$ cat config.mk
export PLATFORM = sky130hd
export DESIGN_NAME = cslp_top
export DESIGN_NICKNAME = d
export VERILOG_FILES = /design/src/core/cslp_pkg.sv /design/src/core/cslp_clk_div.sv /design/src/core/cslp_top.sv /design/src/core/cslp_wait_counter.sv
export VERILOG_INCLUDE_DIRS = /design/src /design/src/core
export SDC_FILE = /design/constraint.sdc
export NUM_CORES = 1
export LEC_CHECK = 0
export BUFFER_PORTS_ARGS = -buffer_cell sky130_fd_sc_hd__buf_2
export CAP_MARGIN = 20
export CORE_AREA = 2 2 213 215
export CTS_CLUSTER_DIAMETER = 30
export CTS_CLUSTER_SIZE = 40
export DETAILED_ROUTE_END_ITERATION = 7
export DIE_AREA = 0 0 215 217
export GPL_ROUTABILITY_DRIVEN = 0
export PLACE_DENSITY = 0.4
export SYNTH_ARGS = -nofsm -noshare
export SYNTH_HDL_FRONTEND = slang
export SYNTH_HIERARCHICAL = 1
export SYNTH_SLANG_ARGS = --single-unit
$ cat constraint.sdc
create_clock -name aclk -period 2.47 [get_ports aclk]
set_input_delay 0.247 -clock aclk [delete_from_list [all_inputs] [get_ports aclk]]
set_output_delay 0.247 -clock aclk [all_outputs]
set_load 0.005 [all_outputs]
$ cat src/core/cslp_cfg.svh
// Offsets, field positions, reset values and wait counts for the clock control block
// Included by the top module and the testbench; definitions only
`ifndef CSLP_CFG_SVH
`define CSLP_CFG_SVH

`define CSLP_OFF_CTRL       8'h00
`define CSLP_OFF_WAIT       8'h04
`define CSLP_OFF_DIV        8'h08
`define CSLP_OFF_LPM        8'h0C
`define CSLP_OFF_STATUS     8'h10
`define CSLP_OFF_IRQ_STAT   8'h14
`define CSLP_OFF_IRQ_MASK   8'h18

`define CSLP_CTRL_MAIN_EN   0
`define CSLP_CTRL_FAST_EN   1
`define CSLP_CTRL_SUB_EN    2
`define CSLP_CTRL_SRC_LSB   3
`define CSLP_CTRL_AUTO_LSB  5
`define CSLP_CTRL_AUTO_EN   7
`define CSLP_CTRL_RST       8'h04

`define CSLP_WAIT_RST       16'h00FF
`define CSLP_DIV_RST        16'h0000
`define CSLP_LOW_WAIT       16'h0004
`define CSLP_FAST_WAIT      16'h0010
`define CSLP_SUB_WAIT       16'h0040

`define CSLP_LPM_SLEEP      3'h1
`define CSLP_LPM_DSLEEP     3'h2
`define CSLP_LPM_SSTBY      3'h3
`define CSLP_LPM_MSTOP      3'h4
`define CSLP_LPM_DSSTBY     3'h5

`define CSLP_STAT_MODE_LSB  4
`define CSLP_STAT_SRC_LSB   10

`define CSLP_RESP_OKAY      2'h0
`define CSLP_RESP_SLVERR    2'h2

`define CSLP_INIT_LOAD      2'h2
`define CSLP_INIT_DONE      2'h3

`endif

$ cat src/core/cslp_pkg.sv
// Types shared by the clock control block
// No assumptions beyond a SystemVerilog compiler
package cslp_pkg;

  typedef enum logic [5:0] {
    CSLP_RUN    = 6'b000001,
    CSLP_SLEEP  = 6'b000010,
    CSLP_DSLEEP = 6'b000100,
    CSLP_SSTBY  = 6'b001000,
    CSLP_MSTOP  = 6'b010000,
    CSLP_DSSTBY = 6'b100000
  } cslp_mode_type;

  typedef enum logic [1:0] {
    CSLP_SRC_LOW  = 2'h0,
    CSLP_SRC_FAST = 2'h1,
    CSLP_SRC_MAIN = 2'h2,
    CSLP_SRC_SUB  = 2'h3
  } cslp_src_type;

endpackage

$ cat src/core/cslp_clk_div.sv
// Programmable divider producing a one-cycle enable every ratio+1 cycles
// Assumes ratio is a register on the same clock
`timescale 1ns/1ps
`default_nettype none
module cslp_clk_div #(
  parameter int DIV_W = 4
) (
  input  wire logic             aclk,
  input  wire logic             aresetn,
  input  wire logic [DIV_W-1:0] ratio,
  output var  logic             tick_reg
);

  logic [DIV_W-1:0] cnt_reg;

  always_ff @(posedge aclk)
  begin
    if (!aresetn)
    begin
      cnt_reg  <= '0;
      tick_reg <= 1'b0;
    end
    else if (cnt_reg >= ratio)
    begin
      cnt_reg  <= '0;
      tick_reg <= 1'b1;
    end
    else
    begin
      cnt_reg  <= cnt_reg + DIV_W'(1);
      tick_reg <= 1'b0;
    end
  end
endmodule // cslp_clk_div
`default_nettype wire

$ cat src/core/cslp_top.sv
// Clock source selection, stabilization wait and low-power clock gating
// Assumes one 40 MHz aclk; strap and wake pins are asynchronous
`timescale 1ns/1ps
`default_nettype none
`include "cslp_cfg.svh"
module cslp_top #(
  parameter int ADDR_W = 8,
  parameter int DIV_W  = 4,
  parameter int WAIT_W = 16
) (
  input  wire logic                 aclk,
  input  wire logic                 aresetn,
  input  wire logic [ADDR_W-1:0]    s_axi_awaddr,
  input  wire logic                 s_axi_awvalid,
  output var  logic                 s_axi_awready,
  input  wire logic [31:0]          s_axi_wdata,
  input  wire logic [3:0]           s_axi_wstrb,
  input  wire logic                 s_axi_wvalid,
  output var  logic                 s_axi_wready,
  output var  logic [1:0]           s_axi_bresp,
  output var  logic                 s_axi_bvalid,
  input  wire logic                 s_axi_bready,
  input  wire logic [ADDR_W-1:0]    s_axi_araddr,
  input  wire logic                 s_axi_arvalid,
  output var  logic                 s_axi_arready,
  output var  logic [31:0]          s_axi_rdata,
  output var  logic [1:0]           s_axi_rresp,
  output var  logic                 s_axi_rvalid,
  input  wire logic                 s_axi_rready,
  input  wire logic                 fast_osc_reset_enable,
  input  wire logic                 wake_req,
  output var  logic                 low_speed_internal_osc_en,
  output var  logic                 high_speed_internal_osc_en,
  output var  logic                 main_osc_en,
  output var  logic                 sub_osc_en,
  output var  cslp_pkg::cslp_src_type src_sel,
  output var  logic                 cpu_clk_en,
  output var  logic                 dma_clk_en,
  output var  logic                 data_transfer_controller_clk_en,
  output var  logic                 rom_clk_en,
  output var  logic                 ram_clk_en,
  output var  logic                 periph_clk_en,
  output var  logic [3:0]           div_tick,
  output var  logic                 irq
);
  import cslp_pkg::*;

  logic [7:0]          ctrl_reg;
  logic [WAIT_W-1:0]   main_osc_wait_count_reg;
  logic [4*DIV_W-1:0]  div_reg;
  cslp_mode_type       mode_reg;
  cslp_mode_type       mode_next;
  logic [4:0]          irq_stat_reg;
  logic [4:0]          irq_mask_reg;
  logic [3:0]          osc_on_reg;
  logic [3:0]          stable;
  logic [3:0]          stable_d_reg;
  logic [WAIT_W-1:0]   wait_load [4];
  logic                strap_s1_reg;
  logic                strap_s2_reg;
  logic                wake_s1_reg;
  logic                wake_s2_reg;
  logic [1:0]          init_cnt_reg;
  logic                aw_got_reg;
  logic                w_got_reg;
  logic [ADDR_W-1:0]   awaddr_reg;
  logic [31:0]         wdata_reg;
  logic [3:0]          wstrb_reg;
  logic [31:0]         wmask;
  logic                wr_fire;
  logic                wr_hit;
  logic [31:0]         rd_val;
  logic                rd_hit;
  logic                src_stable;
  logic                sleep_exit;
  logic                osc_halt;
  cslp_src_type        cur_src;

  assign cur_src    = cslp_src_type'(ctrl_reg[`CSLP_CTRL_SRC_LSB +: 2]);
  assign src_stable = stable[cur_src];
  assign osc_halt   = (mode_reg == CSLP_SSTBY) || (mode_reg == CSLP_DSSTBY);
  assign sleep_exit = (mode_reg == CSLP_SLEEP) && wake_s2_reg;
  assign wmask      = {{8{wstrb_reg[3]}}, {8{wstrb_reg[2]}}, {8{wstrb_reg[1]}}, {8{wstrb_reg[0]}}};
  assign wr_fire    = aw_got_reg && w_got_reg && !s_axi_bvalid;

  // Two-stage synchronisers for the asynchronous pins
  always_ff @(posedge aclk)
  begin
    if (!aresetn)
    begin
      strap_s1_reg <= 1'b0;
      strap_s2_reg <= 1'b0;
      wake_s1_reg  <= 1'b0;
      wake_s2_reg  <= 1'b0;
    end
    else
    begin
      strap_s1_reg <= fast_osc_reset_enable;
      strap_s2_reg <= strap_s1_reg;
      wake_s1_reg  <= wake_req;
      wake_s2_reg  <= wake_s1_reg;
    end
  end

  // Strap is taken once the synchroniser has filled after release
  always_ff @(posedge aclk)
  begin
    if (!aresetn)
      init_cnt_reg <= 2'h0;
    else if (init_cnt_reg != `CSLP_INIT_DONE)
      init_cnt_reg <= init_cnt_reg + 2'h1;
  end

  // Write address and data are taken independently, answered together
  always_ff @(posedge aclk)
  begin
    if (!aresetn)
    begin
      s_axi_awready <= 1'b1;
      s_axi_wready  <= 1'b1;
      s_axi_bvalid  <= 1'b0;
      s_axi_bresp   <= `CSLP_RESP_OKAY;
      aw_got_reg    <= 1'b0;
      w_got_reg     <= 1'b0;
      awaddr_reg    <= '0;
      wdata_reg     <= '0;
      wstrb_reg     <= '0;
    end
    else
    begin
      if (s_axi_awvalid && s_axi_awready)
      begin
        aw_got_reg    <= 1'b1;
        awaddr_reg    <= s_axi_awaddr;
        s_axi_awready <= 1'b0;
      end
      if (s_axi_wvalid && s_axi_wready)
      begin
        w_got_reg    <= 1'b1;
        wdata_reg    <= s_axi_wdata;
        wstrb_reg    <= s_axi_wstrb;
        s_axi_wready <= 1'b0;
      end
      if (wr_fire)
      begin
        aw_got_reg   <= 1'b0;
        w_got_reg    <= 1'b0;
        s_axi_bvalid <= 1'b1;
        s_axi_bresp  <= wr_hit ? `CSLP_RESP_OKAY : `CSLP_RESP_SLVERR;
      end
      else if (s_axi_bvalid && s_axi_bready)
      begin
        s_axi_bvalid  <= 1'b0;
        s_axi_awready <= 1'b1;
        s_axi_wready  <= 1'b1;
      end
    end
  end

  always_comb
  begin
    wr_hit = 1'b1;
    unique case (awaddr_reg)
      ADDR_W'(`CSLP_OFF_CTRL), ADDR_W'(`CSLP_OFF_WAIT), ADDR_W'(`CSLP_OFF_DIV),
      ADDR_W'(`CSLP_OFF_LPM), ADDR_W'(`CSLP_OFF_STATUS), ADDR_W'(`CSLP_OFF_IRQ_STAT),
      ADDR_W'(`CSLP_OFF_IRQ_MASK): wr_hit = 1'b1;
      default: wr_hit = 1'b0;
    endcase
  end

  // Control register; hardware source switch on sleep exit has the last word
  always_ff @(posedge aclk)
  begin
    if (!aresetn)
      ctrl_reg <= `CSLP_CTRL_RST;
    else
    begin
      if (wr_fire && awaddr_reg == ADDR_W'(`CSLP_OFF_CTRL) && wstrb_reg[0])
        ctrl_reg <= wdata_reg[7:0];
      if (init_cnt_reg == `CSLP_INIT_LOAD)
        ctrl_reg[`CSLP_CTRL_FAST_EN] <= strap_s2_reg;
      if (sleep_exit && ctrl_reg[`CSLP_CTRL_AUTO_EN])
        ctrl_reg[`CSLP_CTRL_SRC_LSB +: 2] <= ctrl_reg[`CSLP_CTRL_AUTO_LSB +: 2];
    end
  end

  always_ff @(posedge aclk)
  begin
    if (!aresetn)
    begin
      main_osc_wait_count_reg <= WAIT_W'(`CSLP_WAIT_RST);
      div_reg                 <= (4*DIV_W)'(`CSLP_DIV_RST);
      irq_mask_reg            <= '0;
    end
    else if (wr_fire)
    begin
      if (awaddr_reg == ADDR_W'(`CSLP_OFF_WAIT))
        main_osc_wait_count_reg <= WAIT_W'((main_osc_wait_count_reg & ~wmask)
                                           | (wdata_reg & wmask));
      if (awaddr_reg == ADDR_W'(`CSLP_OFF_DIV))
        div_reg <= (4*DIV_W)'((div_reg & ~wmask) | (wdata_reg & wmask));
      if (awaddr_reg == ADDR_W'(`CSLP_OFF_IRQ_MASK) && wstrb_reg[0])
        irq_mask_reg <= wdata_reg[4:0];
    end
  end

  always_comb
  begin
    mode_next = mode_reg;
    unique case (mode_reg)
      CSLP_RUN:
        if (wr_fire && awaddr_reg == ADDR_W'(`CSLP_OFF_LPM) && wstrb_reg[0])
        begin
          case (wdata_reg[2:0])
            `CSLP_LPM_SLEEP:  mode_next = CSLP_SLEEP;
            `CSLP_LPM_DSLEEP: mode_next = CSLP_DSLEEP;
            `CSLP_LPM_SSTBY:  mode_next = CSLP_SSTBY;
            `CSLP_LPM_MSTOP:  mode_next = CSLP_MSTOP;
            `CSLP_LPM_DSSTBY: mode_next = CSLP_DSSTBY;
            default:          mode_next = CSLP_RUN;
          endcase
        end
      CSLP_SLEEP, CSLP_DSLEEP, CSLP_SSTBY, CSLP_MSTOP:
        if (wake_s2_reg)
          mode_next = CSLP_RUN;
      CSLP_DSSTBY:
        mode_next = CSLP_DSSTBY;
    endcase
  end

  always_ff @(posedge aclk)
  begin
    if (!aresetn)
      mode_reg <= CSLP_RUN;
    else
      mode_reg <= mode_next;
  end

  // Oscillator enables; standby modes stop all but the sub-clock
  always_ff @(posedge aclk)
  begin
    if (!aresetn)
      osc_on_reg <= 4'b1001;
    else
    begin
      osc_on_reg[CSLP_SRC_LOW]  <= !osc_halt;
      osc_on_reg[CSLP_SRC_FAST] <= ctrl_reg[`CSLP_CTRL_FAST_EN] && !osc_halt;
      osc_on_reg[CSLP_SRC_MAIN] <= ctrl_reg[`CSLP_CTRL_MAIN_EN] && !osc_halt;
      osc_on_reg[CSLP_SRC_SUB]  <= ctrl_reg[`CSLP_CTRL_SUB_EN];
    end
  end

  assign wait_load[CSLP_SRC_LOW]  = WAIT_W'(`CSLP_LOW_WAIT);
  assign wait_load[CSLP_SRC_FAST] = WAIT_W'(`CSLP_FAST_WAIT);
  assign wait_load[CSLP_SRC_MAIN] = main_osc_wait_count_reg;
  assign wait_load[CSLP_SRC_SUB]  = WAIT_W'(`CSLP_SUB_WAIT);

  genvar gi;
  generate
    for (gi = 0; gi < 4; gi++)
    begin : g_osc
      cslp_wait_counter #(.WAIT_W(WAIT_W)) u_wait (
        .aclk       (aclk),
        .aresetn    (aresetn),
        .osc_on     (osc_on_reg[gi]),
        .load_val   (wait_load[gi]),
        .stable_reg (stable[gi])
      );
      cslp_clk_div #(.DIV_W(DIV_W)) u_div (
        .aclk     (aclk),
        .aresetn  (aresetn),
        .ratio    (div_reg[gi*DIV_W +: DIV_W]),
        .tick_reg (div_tick[gi])
      );
    end
  endgenerate

  // Clock gates per mode; CPU also waits for its source to stabilise
  always_ff @(posedge aclk)
  begin
    if (!aresetn)
    begin
      cpu_clk_en                      <= 1'b0;
      dma_clk_en                      <= 1'b0;
      data_transfer_controller_clk_en <= 1'b0;
      rom_clk_en                      <= 1'b0;
      ram_clk_en                      <= 1'b0;
      periph_clk_en                   <= 1'b0;
    end
    else
    begin
      cpu_clk_en <= (mode_reg == CSLP_RUN) && src_stable;
      dma_clk_en <= (mode_reg == CSLP_RUN) || (mode_reg == CSLP_SLEEP);
      data_transfer_controller_clk_en <= (mode_reg == CSLP_RUN) || (mode_reg == CSLP_SLEEP);
      rom_clk_en <= (mode_reg == CSLP_RUN) || (mode_reg == CSLP_SLEEP);
      ram_clk_en <= (mode_reg == CSLP_RUN) || (mode_reg == CSLP_SLEEP);
      periph_clk_en <= (mode_reg == CSLP_RUN) || (mode_reg == CSLP_SLEEP)
                       || (mode_reg == CSLP_DSLEEP);
    end
  end

  always_ff @(posedge aclk)
  begin
    if (!aresetn)
    begin
      low_speed_internal_osc_en  <= 1'b1;
      high_speed_internal_osc_en <= 1'b0;
      main_osc_en                <= 1'b0;
      sub_osc_en                 <= 1'b1;
      src_sel                    <= CSLP_SRC_LOW;
    end
    else
    begin
      low_speed_internal_osc_en  <= osc_on_reg[CSLP_SRC_LOW];
      high_speed_internal_osc_en <= osc_on_reg[CSLP_SRC_FAST];
      main_osc_en                <= osc_on_reg[CSLP_SRC_MAIN];
      sub_osc_en                 <= osc_on_reg[CSLP_SRC_SUB];
      src_sel                    <= cur_src;
    end
  end

  // Sticky events: stable rises and wake-up; set wins over a write-one clear
  always_ff @(posedge aclk)
  begin
    if (!aresetn)
    begin
      stable_d_reg <= '0;
      irq_stat_reg <= '0;
      irq          <= 1'b0;
    end
    else
    begin
      stable_d_reg <= stable;
      irq_stat_reg <= (irq_stat_reg & ~((wr_fire && wstrb_reg[0]
                       && awaddr_reg == ADDR_W'(`CSLP_OFF_IRQ_STAT)) ? wdata_reg[4:0] : 5'h0))
                      | {(mode_reg != CSLP_RUN) && (mode_next == CSLP_RUN),
                         stable & ~stable_d_reg};
      irq          <= |(irq_stat_reg & irq_mask_reg);
    end
  end

  always_comb
  begin
    rd_val = 32'h0000_0000;
    rd_hit = 1'b1;
    unique case (s_axi_araddr)
      ADDR_W'(`CSLP_OFF_CTRL):     rd_val[7:0] = ctrl_reg;
      ADDR_W'(`CSLP_OFF_WAIT):     rd_val[WAIT_W-1:0] = main_osc_wait_count_reg;
      ADDR_W'(`CSLP_OFF_DIV):      rd_val[4*DIV_W-1:0] = div_reg;
      ADDR_W'(`CSLP_OFF_LPM):      rd_val = 32'h0000_0000;
      ADDR_W'(`CSLP_OFF_STATUS):
      begin
        rd_val[3:0] = stable;
        rd_val[`CSLP_STAT_MODE_LSB +: 6] = mode_reg;
        rd_val[`CSLP_STAT_SRC_LSB +: 2]  = cur_src;
      end
      ADDR_W'(`CSLP_OFF_IRQ_STAT): rd_val[4:0] = irq_stat_reg;
      ADDR_W'(`CSLP_OFF_IRQ_MASK): rd_val[4:0] = irq_mask_reg;
      default:                     rd_hit = 1'b0;
    endcase
  end

  always_ff @(posedge aclk)
  begin
    if (!aresetn)
    begin
      s_axi_arready <= 1'b1;
      s_axi_rvalid  <= 1'b0;
      s_axi_rdata   <= 32'h0000_0000;
      s_axi_rresp   <= `CSLP_RESP_OKAY;
    end
    else if (s_axi_arvalid && s_axi_arready)
    begin
      s_axi_arready <= 1'b0;
      s_axi_rvalid  <= 1'b1;
      s_axi_rdata   <= rd_val;
      s_axi_rresp   <= rd_hit ? `CSLP_RESP_OKAY : `CSLP_RESP_SLVERR;
    end
    else if (s_axi_rvalid && s_axi_rready)
    begin
      s_axi_rvalid  <= 1'b0;
      s_axi_arready <= 1'b1;
    end
  end
endmodule // cslp_top
`default_nettype wire

$ cat src/core/cslp_wait_counter.sv
// Oscillation stabilization wait counter for one oscillator
// Assumes osc_on comes from a register on the same clock
`timescale 1ns/1ps
`default_nettype none
module cslp_wait_counter #(
  parameter int WAIT_W = 16
) (
  input  wire logic              aclk,
  input  wire logic              aresetn,
  input  wire logic              osc_on,
  input  wire logic [WAIT_W-1:0] load_val,
  output var  logic              stable_reg
);

  logic [WAIT_W-1:0] cnt_reg;
  logic              loaded_reg;

  // Reloaded while stopped, so every restart waits the full interval;
  // an oscillator running out of reset is loaded first, so start-up waits too
  always_ff @(posedge aclk)
  begin
    if (!aresetn)
    begin
      cnt_reg    <= '0;
      loaded_reg <= 1'b0;
      stable_reg <= 1'b0;
    end
    else if (!osc_on || !loaded_reg)
    begin
      cnt_reg    <= load_val;
      loaded_reg <= 1'b1;
      stable_reg <= 1'b0;
    end
    else if (cnt_reg != '0)
      cnt_reg <= cnt_reg - WAIT_W'(1);
    else
      stable_reg <= 1'b1;
  end
endmodule // cslp_wait_counter
`default_nettype wire

* After elaboration in Yosys (flattened, before gate mapping) *
Cells that the tools add are included.

word-level totals
  register bits after elaboration = 225
  bits in latches = 0
  bits in writable memories = 0
  memory bits (read-only) = 0
  input port bits = 61
  output and inout bits = 58
  logic and storage cells = 223
  memories = 0

cells by class
  $add $sub $neg = 9
  multiply operators = 0
  divide/modulo/power cells = 0
  order comparisons = 5
  eq/ne operators = 27
  shift operators = 0
  mux-type cells = 42
  bitwise logic cells = 13
  reductions and logical operators = 67

operator list
  kind                                                                   count
  16-bit nonzero test                                                    4
  16-bit by 1-bit subtractor with 16-bit output (second input constant)  4
  16-bit AND                                                             3
  8-bit by 5-bit == test with 1-bit output (second input constant)       6
  8-bit by 4-bit == test with 1-bit output (second input constant)       4
  16-bit 2-to-1 mux                                                      2
  16-bit bitwise OR                                                      2
  5-bit one-hot mux with 6 select lines                                  1
  6-bit one-hot mux with 5 select lines                                  1
  1-bit logical AND                                                      20
  1-bit 2-to-1 mux                                                       20
  5-bit 2-to-1 mux                                                       4
  6-bit one-hot mux with 3 select lines                                  1
  2-bit OR reduction                                                     9
  4-bit by 1-bit adder with 4-bit output (second input constant)         4
  8-bit by 3-bit == test with 1-bit output (second input constant)       2
  4-bit greater-or-equal comparator                                      4
  8-bit zero test                                                        2
  16-bit inverter                                                        1
  2-bit nonzero test                                                     8
  7-bit 2-to-1 mux                                                       2
  7-bit OR reduction                                                     2
  6-bit by 1-bit == test with 1-bit output (second input constant)       2
  6-bit 2-to-1 mux                                                       2
  30 further kinds                                                       53

* Logic depth before layout (Yosys ltp) *
Gate-level depths: netlist (run 1).

  depth in word-level cells = 9
  mapped depth = 8
  gate-level depth less buffers = 6

* Modules after synthesis *
Netlist (run 1), hierarchy kept.

by module, submodules not included
  module             instances  cells an instance  area an instance (um^2)  seq. area each (um^2)
  cslp_top           1          651                5848.1                   2622.5
  cslp_wait_counter  4          125                1014.7                   360.3
  cslp_clk_div       4          28                 270.3                    100.1

* Worst setup path before layout (run 1) *
OpenSTA, ideal clock, no wires.

  kind = register to register
  start = reg g_osc[0].u_wait.cnt_reg[0]
  end = reg g_osc[0].u_wait.cnt_reg[0]
  library setup time = 0.122 ns
  arrival time = 1.864 ns
  required time = 2.348 ns
  slack = 0.484 ns
  stages on the path, launching flop included = 8
  path buffers = 1
  period minus slack after synthesis = 1.986 ns
  cell sequence = dfxtp_1 -> inv_1 -> ha_1 -> or3b_1 -> clkbuf_1 -> nor4_4 -> nor4_2 -> a311o_1

on the way
  longest elaborated chain between the ends = 1
  elaborated cells on any way between the ends = 2
  classes of those cells = add/sub: 1; reduce/logical: 1

RTL lines
  what                                                                                  RTL line                                          RTL
  start: declaration                                                                    cslp_wait_counter.sv:15                           logic [WAIT_W-1:0] cnt_reg;
  start signal: assignment                                                              cslp_wait_counter.sv:30                           cnt_reg <= load_val;
  start signal: assignment                                                              cslp_wait_counter.sv:35                           cnt_reg <= cnt_reg - WAIT_W'(1);
  16-bit by 1-bit subtractor with 16-bit output or 16-bit nonzero test (tied branches)  cslp_wait_counter.sv:35, cslp_wait_counter.sv:34

Several ways; a longest one is shown, not always the timed one.
A chain may end at the register's enable or synchronous reset.

* Final worst setup path (run 1) *
  start = reg g_osc[2].u_wait.cnt_reg[0]
  end = reg g_osc[2].u_wait.cnt_reg[0]

on the way
  longest elaborated chain between the ends = 3
  elaborated cells on any way between the ends = 5
  classes of those cells = add/sub: 1; mux: 2; reduce/logical: 2

RTL lines
  what                                           RTL line                 RTL
  start: declaration                             cslp_wait_counter.sv:15
  start signal: assignment                       cslp_wait_counter.sv:30
  start signal: assignment                       cslp_wait_counter.sv:35
  16-bit by 1-bit subtractor with 16-bit output  cslp_wait_counter.sv:35
  16-bit 2-to-1 mux                              cslp_wait_counter.sv:34  else if (cnt_reg != '0)
  16-bit 2-to-1 mux                              cslp_wait_counter.sv:28  else if (!osc_on || !loaded_reg)

Several ways; a longest one is shown, not always the timed one. The select of a mux whose other input is x is not followed.

==> results.yml, run 1 <==
min_path:
  timing.hold.worst_path_depth: 3
  hold_class: "in2reg"
drt:
  drt_iter0_markers: 572
  remaining_drc_errors: 0
  route.antenna.remaining_nets: 0
  drtPass1Iterations: 5
  vias_per_cell: 4.58
  finalWirelength_mm: 33.0
  post_drt_wl_per_cell_um: 15.5
  routed-via-count: 9755
timing:
  finalSetupTns_ns: 0
  timing_max_transition_violations_final: 0
  setup_slack_ns: 0.340
  post-route-period-util_pct: 86.3
  timing.final.crit_period_ns: 2.13
  report.final.hold_viol_count: 0
  max_slew.worst_pin.slew_ns: 0.749
  grt_setup_unrepaired: "false"
  achievable-frequency_ghz: 0.469
  relSlewSlack_pct: 49.4
  setup_viol: 0
  fin_worst_skew_ns: 0.0148
synth:
  synth.yosys.seq_area_share_pct: 40.6
  yosysMostFrequentCell: "dfxtp_1"
  yosysWarningCount: 6
  synth_top_area_share_pct: 40.6
  synth_largest_area_cell: "dfxtp_1"
  post_synth_inst_count: 1263
  post_synth_main_area_contributors: "dfxtp_1 (41%), nand2_1 (4.2%), mux2i_1 (3.7%)"
  synth_cell_type_count: 66
  post_synthesis_area_per_instance_sq_um: 8.70
  synth-seq-cells: 223
  commonest_cells_in_the_netlist: "dfxtp_1 (223), nand2_1 (123), o21ai_0 (81), nor2_1 (75), clkbuf_1 (54)"
  proportion_of_register_bits_with_asynchronous_set_or_reset_after_synthesis_pct: 0
  synthFlopType: "dfxtp_1"
  post_synth_instance_area_sq_mm: 0.0110
  synth_enable_flop_cells: 0
worst_setup_path:
  worst-path-buf-inv: 2
  crit_cells: 7
  worst-endpoint-arrival_ns: 2.57
  start_kind: "register"
  worst_path_max_delay_cell: "or3b_1"
  cp_top_family: "simple AND/OR/NAND/NOR gates"
  timing.critical_path.required_ns: 2.91
  worst-r2r-cell-count: 7
  worst_path_fanout_max: 9
  cp_cell_sequence: "inv_1 -> ha_1 -> or3b_1 -> nor4_4 -> buf_4 -> nor4_2 -> a311o_1"
  timing.critical_path.slowest_cell_delay_ns: 0.51
  critical_path.endpoint_type: "register"
  worstSetupPathType: "reg2reg"
layout:
  antennaDiodeCount: 0
  finalNetCount: 1560
  syn_to_final_growth_pct: 37.6
  fillCellCount: 4728
  final_layout_size_suffix_gt1_share_pct: 19.5
global_route:
  grt.overflow.total: 0
  number_of_antenna_violations_at_the_first_check_in_global_routing: 0
  grt_pass1_wl_mm: 53.3
  number_of_global_route_vias_before_repair: 9653
  grt_max_degree: 50
  grt_usage_pct: 14.4
floorplanning:
  floorplan.initialDensity_pct: 24.6
  fp.dieArea_sq_mm: 0.0467
  core_region_area_sq_mm: 0.0447
  die_h_um: 217
  die-width_um: 215
  floorplan.rows: 78
  pin_count: 119
run_status:
  status: "finished, final reports clean"
run:
  maxCapViolCount: 0
cts:
  post_cts_resized: 0
  clkLatencyLatePin_ns: 0.57
  postCtsHoldBufs: 31
  post_cts.repair.setup_buffers: 0
  clock_tree.buffer_depth: 3
  cts_made_buffers: 70
  clock-root-buffer: "clkbuf_16"
  cts.sink_count: 223
  cts.htree.levels: 3
  cts_tree: "done"
  clk_pin_slew_ns: 0.04
placed_design:
  dp.final_hpwl_mm: 23.2
  placement.io_buffers: 82
  dp_worst_setup_slack_ns: 0.350
power_and_ir_drop:
  design_power_total_mw: 13.9
  total_leakage_power_nw: 6.05
  power.ir.vdd_worst_v: 0.000511
  power_density_mw_per_mm2: 920
[through the flow]
stage,std cells,hold WS [ns],cell area (sq um),util [%]
5_1_grt,2129,0.0687,15100,33.8
2_1_floorplan,1327,0.337,11200,-
6_report,2129,0.0666,15100,33.8
3_3_place_gp,1970,0.424,12400,27.6
4_1_cts,2129,0.0349,15100,33.8
3_5_place_dp,1970,0.426,12400,27.6
[cell type report]
class                           count  area [sq um]  area share (%)
Timing Repair Buffer              168          1140            7.52
Clock inverter                     35           433            2.86
Multi-Input combinational cell    970          6160            40.8
Sequential cell                   223          4460            29.5
Inverter                           40           150           0.993
Clock buffer                       93          2020            13.4
Tap cell                          600           751            4.97
[final timing paths]
path / start / endpoint / slack [ns]
worst max register to register: g_osc[2].u_wait/cnt_reg[0] / g_osc[2].u_wait/cnt_reg[0] / 0.34
worst min-delay path: s_axi_wdata[8] / wdata_reg[8] / 0.07
worst min register to register: wake_s1_reg / wake_s2_reg / 0.43
worst max-delay path: g_osc[2].u_wait/cnt_reg[0] / g_osc[2].u_wait/cnt_reg[0] / 0.34
[worst min-delay path: stages]
cell	delay, ns
buf_2	0.10
nand2_1	0.13
a21boi_0	0.10
[where the power goes]
| part | switching [mW] | internal, mW |
|---|---|---|
| Clock | 2.53 | 6.62 |
| Combinational | 0.471 | 0.378 |
| Sequential | 0.160 | 3.75 |
[placed cells by master (no fill, tap or decap), types with 34 or more instances in the layout]
cell type / synthesis / layout
clkbuf_16: 0 / 73
nor2b_1: 48 / 48
and2_1: 41 / 41
dfxtp_1: 223 / 223
nor4_1: 34 / 34
conb_1: 2 / 66
a21oi_1: 46 / 46
inv_1: 40 / 40
mux2i_1: 41 / 41
nand2_1: 123 / 123
buf_2: 14 / 81
o21ai_0: 81 / 81
nand3_1: 39 / 39
buf_4: 22 / 56
nor2_1: 75 / 75
[cell families (layout without fill, tap and decap cells)]
group / after synthesis / in the layout / share of synthesized area (%)
buffers and inverters: 134 / 336 / 5.49
adder cells (fa/ha/maj): 26 / 26 / 2.96
AO/OA/AOI/OAI: 293 / 293 / 17.8
flip-flops: 223 / 223 / 40.6
other: 2 / 66 / 0.0683
XOR/XNOR: 28 / 28 / 2.23
AND/OR/NAND/NOR: 508 / 508 / 26.2
multiplexers: 49 / 49 / 4.66
[per-layer routing]
metal / GRT usage [%] / up-vias / wire [um]
li1: - / 4961 / -
met1: 19.3 / 4544 / 16300
met2: 22.3 / 195 / 14500
met3: 3.35 / 55 / 1370
met4: 5.77 / 0 / 849
met5: 0 / - / 0
(Power assumes the default switching activity.)
==> run 2: changes to the inputs <==
--- a/config.mk
+++ b/config.mk
@@ -8,13 +8,14 @@
 export LEC_CHECK = 0
 export BUFFER_PORTS_ARGS = -buffer_cell sky130_fd_sc_hd__buf_2
 export CAP_MARGIN = 20
-export CORE_AREA = 2 2 213 215
+export CORE_AREA = 2 2 169 171
+export CTS_BUF_LIST = sky130_fd_sc_hd__clkbuf_4
 export CTS_CLUSTER_DIAMETER = 30
 export CTS_CLUSTER_SIZE = 40
 export DETAILED_ROUTE_END_ITERATION = 7
-export DIE_AREA = 0 0 215 217
+export DIE_AREA = 0 0 171 173
 export GPL_ROUTABILITY_DRIVEN = 0
-export PLACE_DENSITY = 0.4
+export PLACE_DENSITY = 0.58
 export SYNTH_ARGS = -nofsm -noshare
 export SYNTH_HDL_FRONTEND = slang
 export SYNTH_HIERARCHICAL = 1
==> run 2 against run 1 <==
  * Sequential share of layout area rose by 3.8 points
  * Combinational power fell by 2%
  * Flip-flop and latch count did not move
  * Total power fell by 37%
  * Sequential power barely moved
  * Clock power fell by 55%
  * Count of clock-buffer cells in the layout fell by 39
  * Routed wire length fell by 14%
  * Critical path type unchanged
  * Largest cell class unchanged
  * Highest routed layer unchanged
==> results.yml, run 2 (synthesis results as in run 1) <==
timing:
  fin_worst_skew_ns: 0.0542
  setup_viol: 0
  timing_max_transition_violations_final: 0
  relSlewSlack_pct: 41.3
  report.final.hold_viol_count: 0
  max_slew.worst_pin.slew_ns: 0.881
  post-route-period-util_pct: 90.0
  timing.final.crit_period_ns: 2.22
  achievable-frequency_ghz: 0.450
  finalSetupTns_ns: 0
  grt_setup_unrepaired: "false"
worst_setup_path:
  crit_start: "g_osc[1].u_wait/cnt_reg[0]"
  r2r_setup_slack_ns: 0.25
  timing.critical_path.slowest_cell_delay_ns: 0.58
  crit_path_end: "g_osc[1].u_wait/cnt_reg[0]"
  worst-path-buf-inv: 1
  start_kind: "register"
  cp_cell_sequence: "inv_1 -> ha_1 -> or3b_1 -> nor4_4 -> nor4_2 -> a311o_1"
  worst-endpoint-arrival_ns: 2.79
  rr_endpoint: "g_osc[1].u_wait/cnt_reg[0]"
  crit_cells: 6
  worst_path_max_delay_cell: "nor4_4"
  worst_r2r_startpoint: "g_osc[1].u_wait/cnt_reg[0]"
  timing.critical_path.required_ns: 3.03
  worst-r2r-cell-count: 6
  critical_path.endpoint_type: "register"
  worst_path_fanout_max: 9
  worstSetupPathType: "reg2reg"
  cp_top_family: "simple AND/OR/NAND/NOR gates"
layout:
  finalNetCount: 1547
  multiInputGateArea_sq_mm: 0.00616
  final_layout_size_suffix_gt1_share_pct: 17.4
  syn_to_final_growth_pct: 21.9
  fillCellCount: 2774
  layout_commonest_cell: "dfxtp_1"
  storage_cell_area_sq_mm: 0.00446
  layout.cells.most_common_list: "dfxtp_1 (223), nand2_1 (123), o21ai_0 (81), buf_2 (81), nor2_1 (75)"
drt:
  route.antenna.remaining_nets: 0
  drt_iter0_markers: 539
  remaining_drc_errors: 0
  post_drt_wl_per_cell_um: 15.1
  finalWirelength_mm: 28.5
  vias_per_cell: 5.21
  routed-via-count: 9803
  drtPass1Iterations: 7
floorplanning:
  floorplan.rows: 61
  pin_count: 119
  die-width_um: 171
  fp.dieArea_sq_mm: 0.0296
  floorplan.initialDensity_pct: 39.8
  die_h_um: 173
  core_region_area_sq_mm: 0.0276
cts:
  cts.htree.levels: 2
  postCtsHoldBufs: 45
  clock_tree.buffer_depth: 3
  post_cts.repair.setup_buffers: 0
  clk_pin_slew_ns: 0.09
  cts_tree: "done"
  cts.sink_count: 223
  cts_made_buffers: 54
  post_cts_resized: 0
  clkLatencyLatePin_ns: 0.69
  clock-root-buffer: "clkbuf_4"
min_path:
  hold_class: "in2reg"
placed_design:
  dp.final_hpwl_mm: 20.0
  placement.io_buffers: 82
power_and_ir_drop:
  power.ir.vdd_worst_v: 0.000340
  power_density_mw_per_mm2: 656
  total_leakage_power_nw: 5.31
  design_power_total_mw: 8.79
global_route:
  grt_max_degree: 47
  grt_usage_pct: 19.1
  grt_pass1_wl_mm: 46.5
  number_of_global_route_vias_before_repair: 9111
  number_of_antenna_violations_at_the_first_check_in_global_routing: 1
  grt.overflow.total: 0
run:
  maxCapViolCount: 0
run_status:
  status: "finished, final reports clean"
## run 2: cell count changes in the layout (fill, tap and decap cells not counted), moves of 4 or more
cell           previous run  this run
buf_4                    56        45
clkbuf_1                  8         0
clkbuf_16                73         0
clkbuf_4                  0        54
clkbuf_8                 12         0
clkinv_1                  0         4
clkinv_2                 16         7
clkinv_4                  2         7
clkinvlp_4                4        12
dlygate4sd3_1            31        45
## run 2: layer usage
metal	global-route usage, %	wire, um	vias to the layer above
met5	0	0	-
met4	5.72	607	0
met3	4.03	1690	57
met2	29.9	12700	252
met1	26.3	13500	4549
li1	-	-	4945
## run 2: worst min-delay path by stage
stage,start,end,slack (ns),depth (start not counted)
3_5_place_dp,strap_s1_reg,strap_s2_reg,0.43,1
6_report,s_axi_araddr[2],s_axi_rdata[4],0.07,5
4_1_cts,s_axi_araddr[2],s_axi_rdata[4],0.01,4
5_1_grt,s_axi_araddr[2],s_axi_rdata[4],0.04,4
3_3_place_gp,wake_s1_reg,wake_s2_reg,0.42,1
2_1_floorplan,aresetn,g_osc[0].u_wait/loaded_reg,0.34,1
## run 2: per-stage QoR
stage,std cells,setup WS [ns],hold WS [ns],utilization [%],instance area [sq um]
floorplan,1327,0.484,0.337,-,11200
global placement,1737,0.283,0.417,43.4,12000
detailed placement,1737,0.245,0.431,43.4,12000
CTS,1881,0.225,0.0101,48.5,13400
global route,1882,0.0984,0.0433,48.5,13400
finish,1882,0.247,0.0747,48.5,13400
## run 2: tightest hold or removal path: stages
cell	delay [ns]
buf_2	0.17
nand3_1	0.08
o21ai_0	0.11
nand2_1	0.08
a21oi_1	0.05
## run 2: final cells by class
type	count	share of cell area (%)
well taps	378	3.53
flip-flops and latches	223	33.3
repair buffers	171	8.91
clock buffers	54	3.03
clock inverters	45	4.07
inverters	40	1.12
diodes	1	0.0187
multi-input cells	970	46.0
## run 2: power breakdown
part	switching, mW	internal [mW]	leakage [nW]	total, mW
Sequential	0.158	3.72	1.82	3.88
Clock	1.82	2.26	0.477	4.08
Combinational	0.454	0.377	3.01	0.831
Total	2.43	6.36	5.31	8.79
==> run 3: changes to the inputs <==
--- a/config.mk
+++ b/config.mk
@@ -8,14 +8,16 @@
 export LEC_CHECK = 0
 export BUFFER_PORTS_ARGS = -buffer_cell sky130_fd_sc_hd__buf_2
 export CAP_MARGIN = 20
-export CORE_AREA = 2 2 169 171
+export CELL_PAD_IN_SITES_DETAIL_PLACEMENT = 0
+export CELL_PAD_IN_SITES_GLOBAL_PLACEMENT = 1
+export CORE_AREA = 2 2 195 197
 export CTS_BUF_LIST = sky130_fd_sc_hd__clkbuf_4
 export CTS_CLUSTER_DIAMETER = 30
 export CTS_CLUSTER_SIZE = 40
 export DETAILED_ROUTE_END_ITERATION = 7
-export DIE_AREA = 0 0 171 173
+export DIE_AREA = 0 0 197 199
 export GPL_ROUTABILITY_DRIVEN = 0
-export PLACE_DENSITY = 0.58
+export PLACE_DENSITY = 0.57
 export SYNTH_ARGS = -nofsm -noshare
 export SYNTH_HDL_FRONTEND = slang
 export SYNTH_HIERARCHICAL = 1
==> run 3 against run 2 <==
  * Fmax is 4.9% higher
  * Register-to-register slack better by 0.10 ns
  * Global-route usage fell by 2.5 points
  * First-iteration DRC count fell by 16%
  * Worst hold slack better by 0.049 ns
  * Core utilization decreased by 12 points
  * Highest routed layer unchanged
  * Sequential share of layout area down 0.73 points
  * Total power increased by 1.4%
  * Die area grew 33%
  * Non-clock buffer count is 15 higher
  * Critical path depth increased by 1
==> results.yml, run 3 (synthesis results as in run 1) <==
run_status:
  status: "finished, final reports clean"
layout:
  layout.cells.most_common_list: "dfxtp_1 (223), nand2_1 (123), clkbuf_4 (85), o21ai_0 (81), buf_2 (81)"
  syn_to_final_growth_pct: 24.6
  finalNetCount: 1579
  finish.utilization_pct: 36.9
  final_layout_size_suffix_gt1_share_pct: 18.7
  layout_commonest_cell: "dfxtp_1"
timing:
  grt_setup_unrepaired: "false"
  fin_worst_skew_ns: 0.0443
  timing_max_transition_violations_final: 0
  post-route-period-util_pct: 85.8
  setup_viol: 0
  finalSetupTns_ns: 0
  relSlewSlack_pct: 45.4
  max_slew.worst_pin.slew_ns: 0.817
  achievable-frequency_ghz: 0.472
  timing.final.crit_period_ns: 2.12
  report.final.hold_viol_count: 0
drt:
  route.antenna.remaining_nets: 0
  routed-via-count: 9847
  drt_iter0_markers: 454
  finalWirelength_mm: 31.8
  post_drt_wl_per_cell_um: 15.8
  wl_met2_mm: 14.0
  detail_route.wirelength.met1_mm: 15.3
  remaining_drc_errors: 0
  drtPass1Iterations: 6
  met3_length_mm: 1.41
  highest-signal-layer: "met4"
  vias_per_cell: 4.88
global_route:
  number_of_global_route_vias_before_repair: 9500
  grt_usage_pct: 16.6
  grt.overflow.total: 0
  grt_pass1_wl_mm: 51.2
  number_of_antenna_violations_at_the_first_check_in_global_routing: 1
  grt_max_degree: 55
cts:
  clock_tree.buffer_depth: 3
  clk_pin_slew_ns: 0.06
  clock-root-buffer: "clkbuf_4"
  post_cts_resized: 0
  clkLatencyLatePin_ns: 0.73
  cts.htree.levels: 3
  post_cts.repair.setup_buffers: 0
  cts_made_buffers: 71
  cts_tree: "done"
  cts.sink_count: 223
power_and_ir_drop:
  power.combinational.fraction_pct: 9.7
  netSwitchingFraction_pct: 27.0
  p_seq_share_pct: 43.6
  total_leakage_power_nw: 5.48
  power.switching_mw: 2.40
  p_clk_share_pct: 46.7
  p_int_mw: 6.51
  power.ir.vdd_worst_v: 0.000247
  power_density_mw_per_mm2: 651
floorplanning:
  pin_count: 119
  floorplan.rows: 71
  die_h_um: 199
  die-width_um: 197
  fp.dieArea_sq_mm: 0.0392
  floorplan.initialDensity_pct: 29.6
  core_region_area_sq_mm: 0.0371
worst_setup_path:
  worst_path_max_delay_cell: "or3b_1"
  critical_path.endpoint_type: "register"
  cp_cell_sequence: "inv_1 -> ha_1 -> or3b_1 -> nor4_4 -> buf_4 -> nor4_2 -> a311o_1"
  worstSetupPathType: "reg2reg"
  start_kind: "register"
  cp_top_family: "simple AND/OR/NAND/NOR gates"
  worst-endpoint-arrival_ns: 2.72
  timing.critical_path.required_ns: 3.07
  timing.critical_path.slowest_cell_delay_ns: 0.50
  worst_path_fanout_max: 7
  worst-path-buf-inv: 2
min_path:
  hold_class: "in2reg"
placed_design:
  dp.final_hpwl_mm: 22.4
  placement.io_buffers: 82
run:
  maxCapViolCount: 0
[run 3: cell count changes in the layout (fill, tap and decap cells not counted), moves of 2 or more]
| cell | change |
|---|---|
| buf_12 | +2 |
| buf_4 | +12 |
| bufinv_16 | -3 |
| clkbuf_4 | +31 |
| clkinv_1 | +11 |
| clkinv_4 | -6 |
| clkinvlp_4 | -9 |
| inv_2 | +3 |
| inv_6 | -5 |
[run 3: cell type report]
type	instances	area, sq um
fillers	3952	23400
diodes	2	5.00
clock buffers	85	638
multi-input cells	970	6160
well taps	474	593
flip-flops and latches	223	4460
repair buffers	186	1330
inverters	40	150
clock inverters	37	349
[run 3: path summary, 6_finish.rpt]
kind | startpoint | end | slack (ns) | cells after the start
worst max-delay path | g_osc[2].u_wait/cnt_reg[0] | g_osc[2].u_wait/cnt_reg[0] | 0.35 | 7
worst min-delay path | s_axi_arvalid | s_axi_rvalid | 0.12 | 4
worst max register to register | g_osc[2].u_wait/cnt_reg[0] | g_osc[2].u_wait/cnt_reg[0] | 0.35 | 7
worst min register to register | wake_s1_reg | wake_s2_reg | 0.43 | 1
[run 3: worst min-delay path: cells and delay by family]
family	cells	cell delay, ns
buffers and inverters	2	0.30
AO/OA/AOI/OAI	1	0.15
AND/OR/NAND/NOR	1	0.08
[run 3: routing by layer]
metal | track usage, % | vias to the layer above
met1 | 22.0 | 4587
met3 | 3.51 | 76
met4 | 8.02 | 0
li1 | - | 5007
met5 | 0 | -
met2 | 25.6 | 177
[run 3: metrics by stage]
step	cell area (sq um)	hold slack (ns)	setup slack (ns)	power, mW	instances
floorplan	11200	0.337	0.484	4.49	1327
global placement	12200	0.414	0.385	4.77	1847
detailed placement	12200	0.419	0.362	4.78	1847
CTS	13700	0.0493	0.351	9.11	2015
global route	13700	0.113	0.0989	9.44	2017
finish	13700	0.124	0.351	8.91	2017
[run 3: power by group through the flow]
stage | Sequential (mW) | Combinational, mW | Clock [mW]
floorplan | 3.92 | 0.571 | 0
global placement | 3.96 | 0.810 | 0
detailed placement | 3.97 | 0.814 | 0
CTS | 3.89 | 0.875 | 4.35
global route | 3.91 | 0.978 | 4.55
finish | 3.89 | 0.864 | 4.16
[run 3: repair_timing]
action	in CTS	in global routing
setup endpoints to repair	0	0
hold endpoints to repair	53	0
hold buffers	46	0
